[src/shared/uart_aux_pkg.sv]
// constants shared by the auxiliary serial-receiver logic
// assumes a single core clock and a plain strobe register port
package uart_aux_pkg;
   // register indices
   localparam logic [3:0] ADDR_STATUS   = 4'h4;
   localparam logic [3:0] ADDR_CTRL_ONE = 4'h5;
   localparam logic [3:0] ADDR_CTRL_TWO = 4'h6;
   localparam logic [3:0] ADDR_CTRL_THR = 4'h7;
   localparam logic [3:0] ADDR_RX_HIGH  = 4'h1;
   localparam logic [3:0] ADDR_EVENT    = 4'hC;
   // status bits
   localparam int ST_RXC = 7;
   localparam int ST_TXC = 6;
   localparam int ST_DRE = 5;
   localparam int ST_RXS = 4;
   localparam int ST_ISF = 3;
   // control one bits
   localparam int C1_RX_COMPLETE_INT_ENABLE = 7;
   localparam int C1_TX_DONE_INT_ENABLE = 6;
   localparam int C1_TX_EMPTY_INT_ENABLE = 5;
   localparam int C1_RX_START_INT_ENABLE = 4;
   localparam int C1_AUTOBAUD_ERROR_INT_ENABLE = 2;
   // control two bits
   localparam int C2_SFD    = 4;
   localparam int C2_MODE_LO = 1;
   localparam int C2_ADDRF  = 0;
   // control three fields
   localparam int C3_CMODE_LO = 6;
   localparam int C3_PAR_LO   = 4;
   localparam int C3_SIZE_LO  = 0;
   // rx high bits
   localparam int RH_PARITY_ERROR_FLAG = 1;
   localparam int RH_D8   = 0;
   // encodings
   localparam logic [1:0] PAR_EVEN   = 2'h2;
   localparam logic [1:0] PAR_ODD    = 2'h3;
   localparam logic [1:0] RXM_LIN    = 2'h3;
   localparam logic [1:0] CMODE_ASYNC = 2'h0;
   localparam logic [1:0] CMODE_SYNC  = 2'h1;
   localparam logic [1:0] CMODE_SPI   = 2'h3;
   localparam logic [2:0] SIZE_9L    = 3'h6;
   localparam logic [2:0] SIZE_9H    = 3'h7;
   localparam logic [7:0] RESET_BYTE = 8'h00;
   localparam logic [7:0] DRE_RESET  = 8'h20;
endpackage : uart_aux_pkg

[src/hw/parity_calc.sv]
// parity generator over a masked nine-bit character
// assumes the caller masks off bits beyond the character size
`timescale 1ns/1ps
module parity_calc (
   input  wire logic [8:0] i_data,
   input  wire logic       i_odd,
   output logic            o_parity
);
   // even: one when the count of ones is odd; odd: inverted
   assign o_parity = (^i_data) ^ i_odd;
endmodule : parity_calc

[src/hw/uart_aux.sv]
// auxiliary serial-receiver logic: parity, frame-start wake, address filter,
// events and the three interrupt vectors
// assumes the shift logic delivers one-cycle frame strobes on this clock
//
// Summary of operation
// - even parity bit is one when data ones count is odd
// - odd parity bit is one when data ones count is even
// - with checking on, mismatch of received parity sets the parity error flag
// - constrained auto-baud mode checks parity only on protected identifier
// - identifier parity: p0 and inverted p1 equations both must hold
// - in standby, rx falling edge requests oscillator; peripheral clock too only with rx start enable
// - false start bit with no other wake source returns to sleep
// - frame-start detect only in asynchronous mode, enabled by control two
// - start bit detected in standby sets rx start flag
// - detect on, both rx interrupts off: only oscillator runs
// - rx start enable wakes at start; else rx complete enable wakes at end
// - start and complete flags share the receive vector, own enables
// - address mode frame type from first stop bit or ninth bit
// - frame type one is address, zero is data
// - address mode drops every data frame and accepts only address frames
// - sync and spi host modes emit the synchronised serial clock level as event
// - infrared event input is synchronised and its rising edge taken as a one-cycle pulse
// - receive vector: unread data, start detect, or auto-baud error
// - tx empty condition while transmit buffer can accept data
// - tx done once shifter empty and buffer empty
// - request while flag and enable set, until flag cleared
// - each source enabled by its own bit in control one
// - parity error cleared on good parity or when checking is off
// - rx complete flag follows unread data in receive buffer
`timescale 1ns/1ps
module uart_aux (
   input  wire logic       i_core_clk,
   input  wire logic       i_rst_n,
   input  wire logic [3:0] i_addr,
   input  wire logic [7:0] i_wdata,
   input  wire logic       i_wr,
   input  wire logic       i_rd,
   output logic [7:0]      o_rdata,
   input  wire logic       i_rxd_pin,
   input  wire logic       i_standby,
   input  wire logic       i_other_wake,
   input  wire logic       i_frame_valid,
   input  wire logic [8:0] i_frame_data,
   input  wire logic       i_frame_parity,
   input  wire logic       i_frame_stop1,
   input  wire logic       i_frame_is_pid,
   input  wire logic       i_start_false,
   input  wire logic       i_rx_unread,
   input  wire logic       i_tx_buf_empty,
   input  wire logic       i_tx_shift_idle,
   input  wire logic       i_sync_error,
   input  wire logic       i_autobaud_error,
   input  wire logic       i_serial_clock,
   input  wire logic       i_infrared_event,
   output logic            o_frame_accept,
   output logic            o_osc_request,
   output logic            o_clk_request,
   output logic            o_serial_clock_output,
   output logic            o_infrared_pulse,
   output logic            o_receive_vector,
   output logic            o_tx_empty_vector,
   output logic            o_tx_done_vector
);
   logic [7:0] control_one_r;
   logic [7:0] control_two_r;
   logic [7:0] control_three_r;
   logic       event_enable_r;
   logic       parity_error_flag_r;
   logic       rx_start_flag_r;
   logic       sync_field_error_flag_r;
   logic       rxd_s1_r, rxd_s2_r, rxd_s3_r;
   logic       sclk_s1_r, sclk_s2_r, sclk_s3_r;
   logic       ir_s1_r, ir_s2_r, ir_s3_r;
   logic       calc_parity;
   logic [8:0] masked_data;

   typedef enum logic [1:0] {
      WAKE_IDLE = 2'b00,
      WAKE_OSC  = 2'b01,
      WAKE_ALL  = 2'b10
   } wake_type;
   wake_type wake_r;

   wire logic [1:0] parity_select       = control_three_r[uart_aux_pkg::C3_PAR_LO +: 2];
   wire logic [1:0] receive_mode_select = control_two_r[uart_aux_pkg::C2_MODE_LO +: 2];
   wire logic [1:0] comm_mode           = control_three_r[uart_aux_pkg::C3_CMODE_LO +: 2];
   wire logic [2:0] char_size           = control_three_r[uart_aux_pkg::C3_SIZE_LO +: 3];
   wire logic constrained_autobaud_mode = (receive_mode_select == uart_aux_pkg::RXM_LIN);
   wire logic frame_start_wake_enable   = control_two_r[uart_aux_pkg::C2_SFD];
   wire logic address_filter_mode       = control_two_r[uart_aux_pkg::C2_ADDRF];
   wire logic rx_complete_int_enable    = control_one_r[uart_aux_pkg::C1_RX_COMPLETE_INT_ENABLE];
   wire logic rx_start_int_enable       = control_one_r[uart_aux_pkg::C1_RX_START_INT_ENABLE];
   wire logic autobaud_error_int_enable = control_one_r[uart_aux_pkg::C1_AUTOBAUD_ERROR_INT_ENABLE];
   wire logic tx_empty_int_enable       = control_one_r[uart_aux_pkg::C1_TX_EMPTY_INT_ENABLE];
   wire logic tx_done_int_enable        = control_one_r[uart_aux_pkg::C1_TX_DONE_INT_ENABLE];
   wire logic parity_on   = parity_select[1];
   wire logic nine_bit    = (char_size == uart_aux_pkg::SIZE_9L) ||
                            (char_size == uart_aux_pkg::SIZE_9H);
   wire logic is_async    = (comm_mode == uart_aux_pkg::CMODE_ASYNC);
   wire logic sfd_active  = frame_start_wake_enable && is_async;
   wire logic rxd_fall    = rxd_s3_r && !rxd_s2_r;

   // data bits covered by parity: nine bits only in nine-bit mode
   assign masked_data = nine_bit ? i_frame_data : {1'b0, i_frame_data[7:0]};

   parity_calc u_parity (
      .i_data   (masked_data),
      .i_odd    (parity_select == uart_aux_pkg::PAR_ODD),
      .o_parity (calc_parity)
   );

   // identifier parity check over the six id bits and two parity bits
   function automatic logic pid_bad(input logic [7:0] f);
      logic p0;
      logic p1;
      p0 = f[0] ^ f[1] ^ f[2] ^ f[4];
      p1 = ~(f[1] ^ f[3] ^ f[4] ^ f[5]);
      pid_bad = (f[6] != p0) || (f[7] != p1);
   endfunction : pid_bad

   // pin and event synchronisers; only stage two onward is read
   always_ff @(posedge i_core_clk) begin
      if (!i_rst_n) begin
         {rxd_s1_r, rxd_s2_r, rxd_s3_r}    <= 3'h7;
         {sclk_s1_r, sclk_s2_r, sclk_s3_r} <= 3'h0;
         {ir_s1_r, ir_s2_r, ir_s3_r}       <= 3'h0;
      end else begin
         {rxd_s1_r, rxd_s2_r, rxd_s3_r}    <= {i_rxd_pin, rxd_s1_r, rxd_s2_r};
         {sclk_s1_r, sclk_s2_r, sclk_s3_r} <= {i_serial_clock, sclk_s1_r, sclk_s2_r};
         {ir_s1_r, ir_s2_r, ir_s3_r}       <= {i_infrared_event, ir_s1_r, ir_s2_r};
      end
   end

   // control registers written by software
   always_ff @(posedge i_core_clk) begin
      if (!i_rst_n) begin
         control_one_r   <= uart_aux_pkg::RESET_BYTE;
         control_two_r   <= uart_aux_pkg::RESET_BYTE;
         control_three_r <= uart_aux_pkg::RESET_BYTE;
         event_enable_r  <= 1'b0;
      end else if (i_wr) begin
         case (i_addr)
            uart_aux_pkg::ADDR_CTRL_ONE: control_one_r   <= i_wdata;
            uart_aux_pkg::ADDR_CTRL_TWO: control_two_r   <= i_wdata;
            uart_aux_pkg::ADDR_CTRL_THR: control_three_r <= i_wdata;
            uart_aux_pkg::ADDR_EVENT:    event_enable_r  <= i_wdata[0];
            default: ;
         endcase
      end
   end

   // parity error flag updated on every valid frame
   always_ff @(posedge i_core_clk) begin
      if (!i_rst_n) begin
         parity_error_flag_r <= 1'b0;
      end else if (i_frame_valid) begin
         if (constrained_autobaud_mode) begin
            parity_error_flag_r <= i_frame_is_pid && pid_bad(i_frame_data[7:0]);
         end else if (parity_on) begin
            parity_error_flag_r <= (calc_parity != i_frame_parity);
         end else begin
            parity_error_flag_r <= 1'b0;
         end
      end
   end

   // address filter: drop every data frame, accept only address frames
   always_ff @(posedge i_core_clk) begin
      if (!i_rst_n) begin
         o_frame_accept <= 1'b0;
      end else begin
         o_frame_accept <= 1'b0;
         if (!address_filter_mode) begin
            o_frame_accept <= i_frame_valid;
         end else if (i_frame_valid) begin
            // frame type from ninth bit or first stop bit
            o_frame_accept <= nine_bit ? i_frame_data[8] : i_frame_stop1;
         end
      end
   end

   // sticky flags; a new event beats a software clear in the same cycle
   always_ff @(posedge i_core_clk) begin
      if (!i_rst_n) begin
         rx_start_flag_r         <= 1'b0;
         sync_field_error_flag_r <= 1'b0;
      end else begin
         if (sfd_active && i_standby && rxd_fall) begin
            rx_start_flag_r <= 1'b1;
         end else if (i_wr && i_addr == uart_aux_pkg::ADDR_STATUS &&
                      i_wdata[uart_aux_pkg::ST_RXS]) begin
            rx_start_flag_r <= 1'b0;
         end
         if (i_sync_error || i_autobaud_error) begin
            sync_field_error_flag_r <= 1'b1;
         end else if (i_wr && i_addr == uart_aux_pkg::ADDR_STATUS &&
                      i_wdata[uart_aux_pkg::ST_ISF]) begin
            sync_field_error_flag_r <= 1'b0;
         end
      end
   end

   // standby wake policy: oscillator always, all clocks by enable choice
   always_ff @(posedge i_core_clk) begin
      if (!i_rst_n) begin
         wake_r <= WAKE_IDLE;
      end else begin
         case (wake_r)
            WAKE_IDLE: begin
               if (sfd_active && i_standby && rxd_fall) begin
                  wake_r <= rx_start_int_enable ? WAKE_ALL : WAKE_OSC;
               end
            end
            WAKE_OSC: begin
               if (i_start_false && !i_other_wake) begin
                  wake_r <= WAKE_IDLE;
               end else if (rx_complete_int_enable && i_rx_unread) begin
                  wake_r <= WAKE_ALL;
               end else if (!i_standby) begin
                  wake_r <= WAKE_IDLE;
               end
            end
            WAKE_ALL: begin
               if (!i_standby) begin
                  wake_r <= WAKE_IDLE;
               end else if (i_start_false && !i_other_wake) begin
                  wake_r <= WAKE_IDLE;
               end
            end
            default: wake_r <= WAKE_IDLE;
         endcase
      end
   end

   // clock requests; with both rx enables off only the oscillator runs
   always_ff @(posedge i_core_clk) begin
      if (!i_rst_n) begin
         o_osc_request <= 1'b0;
         o_clk_request <= 1'b0;
      end else begin
         o_osc_request <= (wake_r != WAKE_IDLE);
         o_clk_request <= (wake_r == WAKE_ALL);
      end
   end

   // event generator and event user; serial clock level and infrared rising edge after sync
   always_ff @(posedge i_core_clk) begin
      if (!i_rst_n) begin
         o_serial_clock_output <= 1'b0;
         o_infrared_pulse      <= 1'b0;
      end else begin
         // level follows the serial clock, so high lasts as long as the input is high
         o_serial_clock_output <= ((comm_mode == uart_aux_pkg::CMODE_SYNC) ||
                                   (comm_mode == uart_aux_pkg::CMODE_SPI)) && sclk_s2_r;
         o_infrared_pulse      <= event_enable_r && ir_s2_r && !ir_s3_r;
      end
   end

   // interrupt vectors: shared receive line, separate enables
   always_ff @(posedge i_core_clk) begin
      if (!i_rst_n) begin
         o_receive_vector  <= 1'b0;
         o_tx_empty_vector <= 1'b0;
         o_tx_done_vector  <= 1'b0;
      end else begin
         o_receive_vector  <= (rx_complete_int_enable && i_rx_unread) ||
                              (rx_start_int_enable && rx_start_flag_r) ||
                              (autobaud_error_int_enable && sync_field_error_flag_r);
         o_tx_empty_vector <= tx_empty_int_enable && i_tx_buf_empty;
         o_tx_done_vector  <= tx_done_int_enable && i_tx_buf_empty &&
                              i_tx_shift_idle;
      end
   end

   // read mux; unmapped indices read as zero
   always_ff @(posedge i_core_clk) begin
      if (!i_rst_n) begin
         o_rdata <= uart_aux_pkg::RESET_BYTE;
      end else if (i_rd) begin
         case (i_addr)
            uart_aux_pkg::ADDR_STATUS: o_rdata <= {i_rx_unread,
                                       i_tx_buf_empty && i_tx_shift_idle,
                                       i_tx_buf_empty, rx_start_flag_r,
                                       sync_field_error_flag_r, 3'h0};
            uart_aux_pkg::ADDR_RX_HIGH: o_rdata <= {i_rx_unread, 5'h00,
                                       parity_error_flag_r, i_frame_data[8]};
            uart_aux_pkg::ADDR_CTRL_ONE: o_rdata <= control_one_r;
            uart_aux_pkg::ADDR_CTRL_TWO: o_rdata <= control_two_r;
            uart_aux_pkg::ADDR_CTRL_THR: o_rdata <= control_three_r;
            uart_aux_pkg::ADDR_EVENT:    o_rdata <= {7'h00, event_enable_r};
            default: o_rdata <= uart_aux_pkg::RESET_BYTE;
         endcase
      end else begin
         o_rdata <= uart_aux_pkg::RESET_BYTE;
      end
   end

   // checks
   property p_start_flag;
      @(posedge i_core_clk) disable iff (!i_rst_n)
      (sfd_active && i_standby && rxd_fall) |=> rx_start_flag_r;
   endproperty
   a_start_flag: assert property (p_start_flag) else $error("start flag not set");
   property p_parity_off;
      @(posedge i_core_clk) disable iff (!i_rst_n)
      (i_frame_valid && !parity_on && !constrained_autobaud_mode) |=> !parity_error_flag_r;
   endproperty
   a_parity_off: assert property (p_parity_off) else $error("parity flag set while off");
   property p_parity_chk;
      @(posedge i_core_clk) disable iff (!i_rst_n)
      (i_frame_valid && parity_on && !constrained_autobaud_mode &&
       (calc_parity != i_frame_parity)) |=> parity_error_flag_r;
   endproperty
   a_parity_chk: assert property (p_parity_chk) else $error("parity error missed");
   property p_lin_data;
      @(posedge i_core_clk) disable iff (!i_rst_n)
      (i_frame_valid && constrained_autobaud_mode && !i_frame_is_pid) |=> !parity_error_flag_r;
   endproperty
   a_lin_data: assert property (p_lin_data) else $error("lin data parity checked");
   property p_filter;
      @(posedge i_core_clk) disable iff (!i_rst_n)
      (i_frame_valid && address_filter_mode && nine_bit && !i_frame_data[8]) |=> !o_frame_accept;
   endproperty
   a_filter: assert property (p_filter) else $error("data frame passed filter");
   property p_false_start;
      @(posedge i_core_clk) disable iff (!i_rst_n)
      (wake_r != WAKE_IDLE && i_start_false && !i_other_wake) |=> ##1 !o_osc_request;
   endproperty
   a_false_start: assert property (p_false_start) else $error("no return to sleep");
   property p_osc_only;
      @(posedge i_core_clk) disable iff (!i_rst_n)
      (wake_r == WAKE_OSC && !rx_complete_int_enable) |=> ##1 !o_clk_request;
   endproperty
   a_osc_only: assert property (p_osc_only) else $error("clocks woke with enables off");
   property p_tx_done;
      @(posedge i_core_clk) disable iff (!i_rst_n)
      o_tx_done_vector |-> $past(i_tx_buf_empty && i_tx_shift_idle);
   endproperty
   a_tx_done: assert property (p_tx_done) else $error("tx done early");
   property p_rx_vec;
      @(posedge i_core_clk) disable iff (!i_rst_n)
      (rx_start_int_enable && rx_start_flag_r) |=> o_receive_vector;
   endproperty
   a_rx_vec: assert property (p_rx_vec) else $error("receive vector missing");
   c_wake_all: cover property (@(posedge i_core_clk) wake_r == WAKE_ALL);
   c_parity_error_flag: cover property (@(posedge i_core_clk) parity_error_flag_r);
   c_accept: cover property (@(posedge i_core_clk) address_filter_mode && o_frame_accept);
endmodule : uart_aux

[config.mk]
export PLATFORM = sky130hd
export DESIGN_NAME = uart_aux
export DESIGN_NICKNAME = d
export VERILOG_FILES = /design/src/shared/uart_aux_pkg.sv /design/src/hw/parity_calc.sv /design/src/hw/uart_aux.sv
export SDC_FILE = /design/constraint.sdc
export NUM_CORES = 1
export LEC_CHECK = 0
export BUFFER_PORTS_ARGS = -buffer_cell sky130_fd_sc_hd__buf_4
export CAP_MARGIN = 20
export CORE_AREA = 5 5 75 94
export DETAILED_ROUTE_END_ITERATION = 8
export DIE_AREA = 0 0 80 99
export HOLD_SLACK_MARGIN = 0.15
export SLEW_MARGIN = 30
export SYNTH_ARGS = -nofsm -noshare
export SYNTH_HDL_FRONTEND = slang
export SYNTH_SLANG_ARGS = --single-unit
[constraint.sdc]
create_clock -name i_core_clk -period 1.7 [get_ports i_core_clk]
set_input_delay 0.17 -clock i_core_clk [delete_from_list [all_inputs] [get_ports i_core_clk]]
set_output_delay 0.17 -clock i_core_clk [all_outputs]
set_load 0.1 [all_outputs]
==> flow_metrics.env <==
export IMPL_first_iter_violations=116
export IMPL_drive_above_1_share_pct=26.7
export IMPL_r2r_start="control_three_r[4]"
export IMPL_antenna_found_initial=0
export IMPL_clkPwrFrac_pct=30.8
export IMPL_syn_area_um2=2340
export IMPL_setup_tns_ps=0
export IMPL_maxCapViolations=0
export IMPL_cp_end_kind="register"
export IMPL_post_place_ws_ps=257
export IMPL_overflow=0
export IMPL_dp_cells=352
export IMPL_synth_fp_nets=257
export IMPL_synth_seq_area_share_pct=46.1
export IMPL_cts_root_buf="clkbuf_8"
export IMPL_finClkSkew_ps=7.85
export IMPL_die_height_um=99
export IMPL_status="finished clean"
export IMPL_die_x_um=80
export IMPL_yosysWarnings=0
export IMPL_fin_nets=331
export IMPL_diodes=0
export IMPL_switchingPower_mw=0.567
export IMPL_multi_input_area_um2=1200
export IMPL_worst_slew_pin_slew_ps=397
export IMPL_area_growth_pct=33.5
export IMPL_groute_usage_overall_pct=14.2
export IMPL_synth_edf_count=0
export IMPL_drt_vias_per_instance=4.74
export IMPL_worstSetupPathType="input pin to register"
export IMPL_max_freq_ghz=0.672
export IMPL_ioPinCount=56
export IMPL_io_buffer_count=55
export IMPL_yosys_register_bits=54
export IMPL_ys_flop_type="dfxtp_1"
export IMPL_grt_max_degree=27
export IMPL_ant_nets=0
export IMPL_leakagePower_nw=1.31
export IMPL_fin_cells=377
export IMPL_power_mw=2.32
export IMPL_setup_viol=0
export IMPL_placed_cell_area_um2=2870
export IMPL_clk_insertion_delay_late_ps=310
export IMPL_min_from="i_frame_valid"
export IMPL_netlist_top_cells_area="dfxtp_1 46%, mux2i_1 12%, nor2b_1 9.1%"
export IMPL_ir_drop_mv=0.439
export IMPL_yosysUniqueCellTypes=46
export IMPL_maxSlewViolCount=0
export IMPL_clk_pin_slew_ps=100
export IMPL_nFillCells=609
export IMPL_synthCells=217
export IMPL_cts_buffers=5
export IMPL_start_util_pct=38.5
export IMPL_max_slew_margin_pct=73.4
export IMPL_wl_mm=5.21
export IMPL_startpoint="i_addr[3]"
export IMPL_wl_per_cell_um=13.8
export IMPL_dieArea_um2=7920
export IMPL_p_seq_share_pct=55.8
export IMPL_row_count=32
export IMPL_rsz0062_at_grt="no"
export IMPL_place_congestion=0.761
export IMPL_syn_mean_instance_area_um2=10.8
export IMPL_p_sw_share_pct=24.5
export IMPL_hold_path_class="input pin to register"
export IMPL_powerDensity_nw_per_um2=741
export IMPL_p_int_mw=1.75
export IMPL_critPathLaunchType="input pin"
export IMPL_cts_tree="yes"
export IMPL_synth_common_cells="54 x dfxtp_1, 34 x nor2b_1, 29 x mux2i_1, 7 x nand2_1, 7 x nor2_1"
export IMPL_hold_viol=0
export IMPL_cts_sinks=54
export IMPL_final_util_pct=51.4
export IMPL_setup_ws_ps=213
export IMPL_grt_pass1_vias=1882
export IMPL_h_tree_depth=2
export IMPL_core_um2=6090
export IMPL_via_count=1787
export IMPL_drc_errors=0
export IMPL_cts_max_path_buffers=2
export IMPL_min_period_ps=1490
export IMPL_grt_first_pass_wirelength_mm=8.91
export IMPL_synth_largest_area_cell="dfxtp_1"
export IMPL_worstPathArrival_ps=1680
export IMPL_cp_max_fo=7
export IMPL_ys_async_sr_fraction_pct=0
export IMPL_pwr_share_comb_pct=13.5
export IMPL_synthMostInstantiatedCell="dfxtp_1"
export IMPL_synth_top_area_share_pct=46.1
export IMPL_dp_hpwl_mm=3.80
export IMPL_drt_pass1_iter_count=4
export IMPL_holdWs_ps=179
export IMPL_regArea_um2=1080
export IMPL_final_area_um2=3130
export IMPL_min_period_over_period_pct=87.5
export IMPL_cts_setup_buffers=0
export IMPL_critPathRequiredTime_ps=1900
## worst paths after layout
check                                                to  slack (ps)  cells past startpoint
worst max-delay path            sync_field_error_flag_r         210                      6
worst min-delay path                parity_error_flag_r         180                      3
worst max register to register      parity_error_flag_r         290                      4
worst min register to register                 rxd_s2_r         420                      1
## layer usage
| layer | wire (um) | part of all wire, % | GRT usage [%] |
|---|---|---|---|
| met5 | 0 | 0 | 0 |
| met4 | 87 | 1.7 | 5.07 |
| met3 | 289 | 5.6 | 3.11 |
| met2 | 2580 | 50 | 23.5 |
| met1 | 2240 | 43 | 18.1 |
## worst max-delay path: stages
cell and delay (ps):
buf_4 130, nand3b_1 190, nor3_1 260, a21boi_0 140, o31a_1 240, dlygate4sd3_1 540
## cell type report
type,instances,share of cell area (%)
sequential,54,34.5
clock inverter,3,0.679
timing repair buffer,78,20.5
clock buffer,5,2.20
multi-input combinational,150,38.5
tap,85,3.40
inverter,2,0.240
## cell families after synthesis
kind of cell,after synthesis,synth area share [%]
simple gates,80,20.7
flops,54,46.1
mux,35,16.7
compound gates,27,9.23
buf+inv,13,2.51
xor+xnor,8,4.80
## state kept, by name, indices dropped and copies added, names as in the netlist, 2 cells and up
name	flops
control_three_r	8
wake_r	2
o_rdata	8
control_one_r	8
control_two_r	8
## power by group through the flow
stage	logic, mW	registers (mW)	clock network (mW)
2_1_floorplan	0.148	1.34	0
3_3_place_gp	0.282	1.32	0
3_5_place_dp	0.283	1.32	0
4_1_cts	0.316	1.29	0.753
5_1_grt	0.338	1.30	0.809
6_report	0.312	1.29	0.714
## layout by cell type, fill, tap and decap left out, drive strengths merged, types with 3 or more instances in the layout
| cell | synthesis | layout |
|---|---|---|
| buf | 6 | 61 |
| dfxtp | 54 | 54 |
| nor2b | 34 | 34 |
| mux2i | 29 | 29 |
| dlygate4sd3 | 0 | 17 |
| nand2 | 7 | 7 |
| nor2 | 7 | 7 |
| nand2b | 6 | 6 |
| and2 | 5 | 5 |
| clkbuf | 5 | 5 |
| and3 | 4 | 4 |
| nand3 | 4 | 4 |
| xor2 | 3 | 3 |
| o21a | 3 | 3 |
| mux2 | 3 | 3 |
| mux4 | 3 | 3 |
| xnor3 | 3 | 3 |
## what timing repair did
item                                   in CTS  in global routing
hold buffers                               17                  0
endpoints found under the hold margin      25                  0
resized for setup                           0                  0
(Power assumes the default switching activity.)
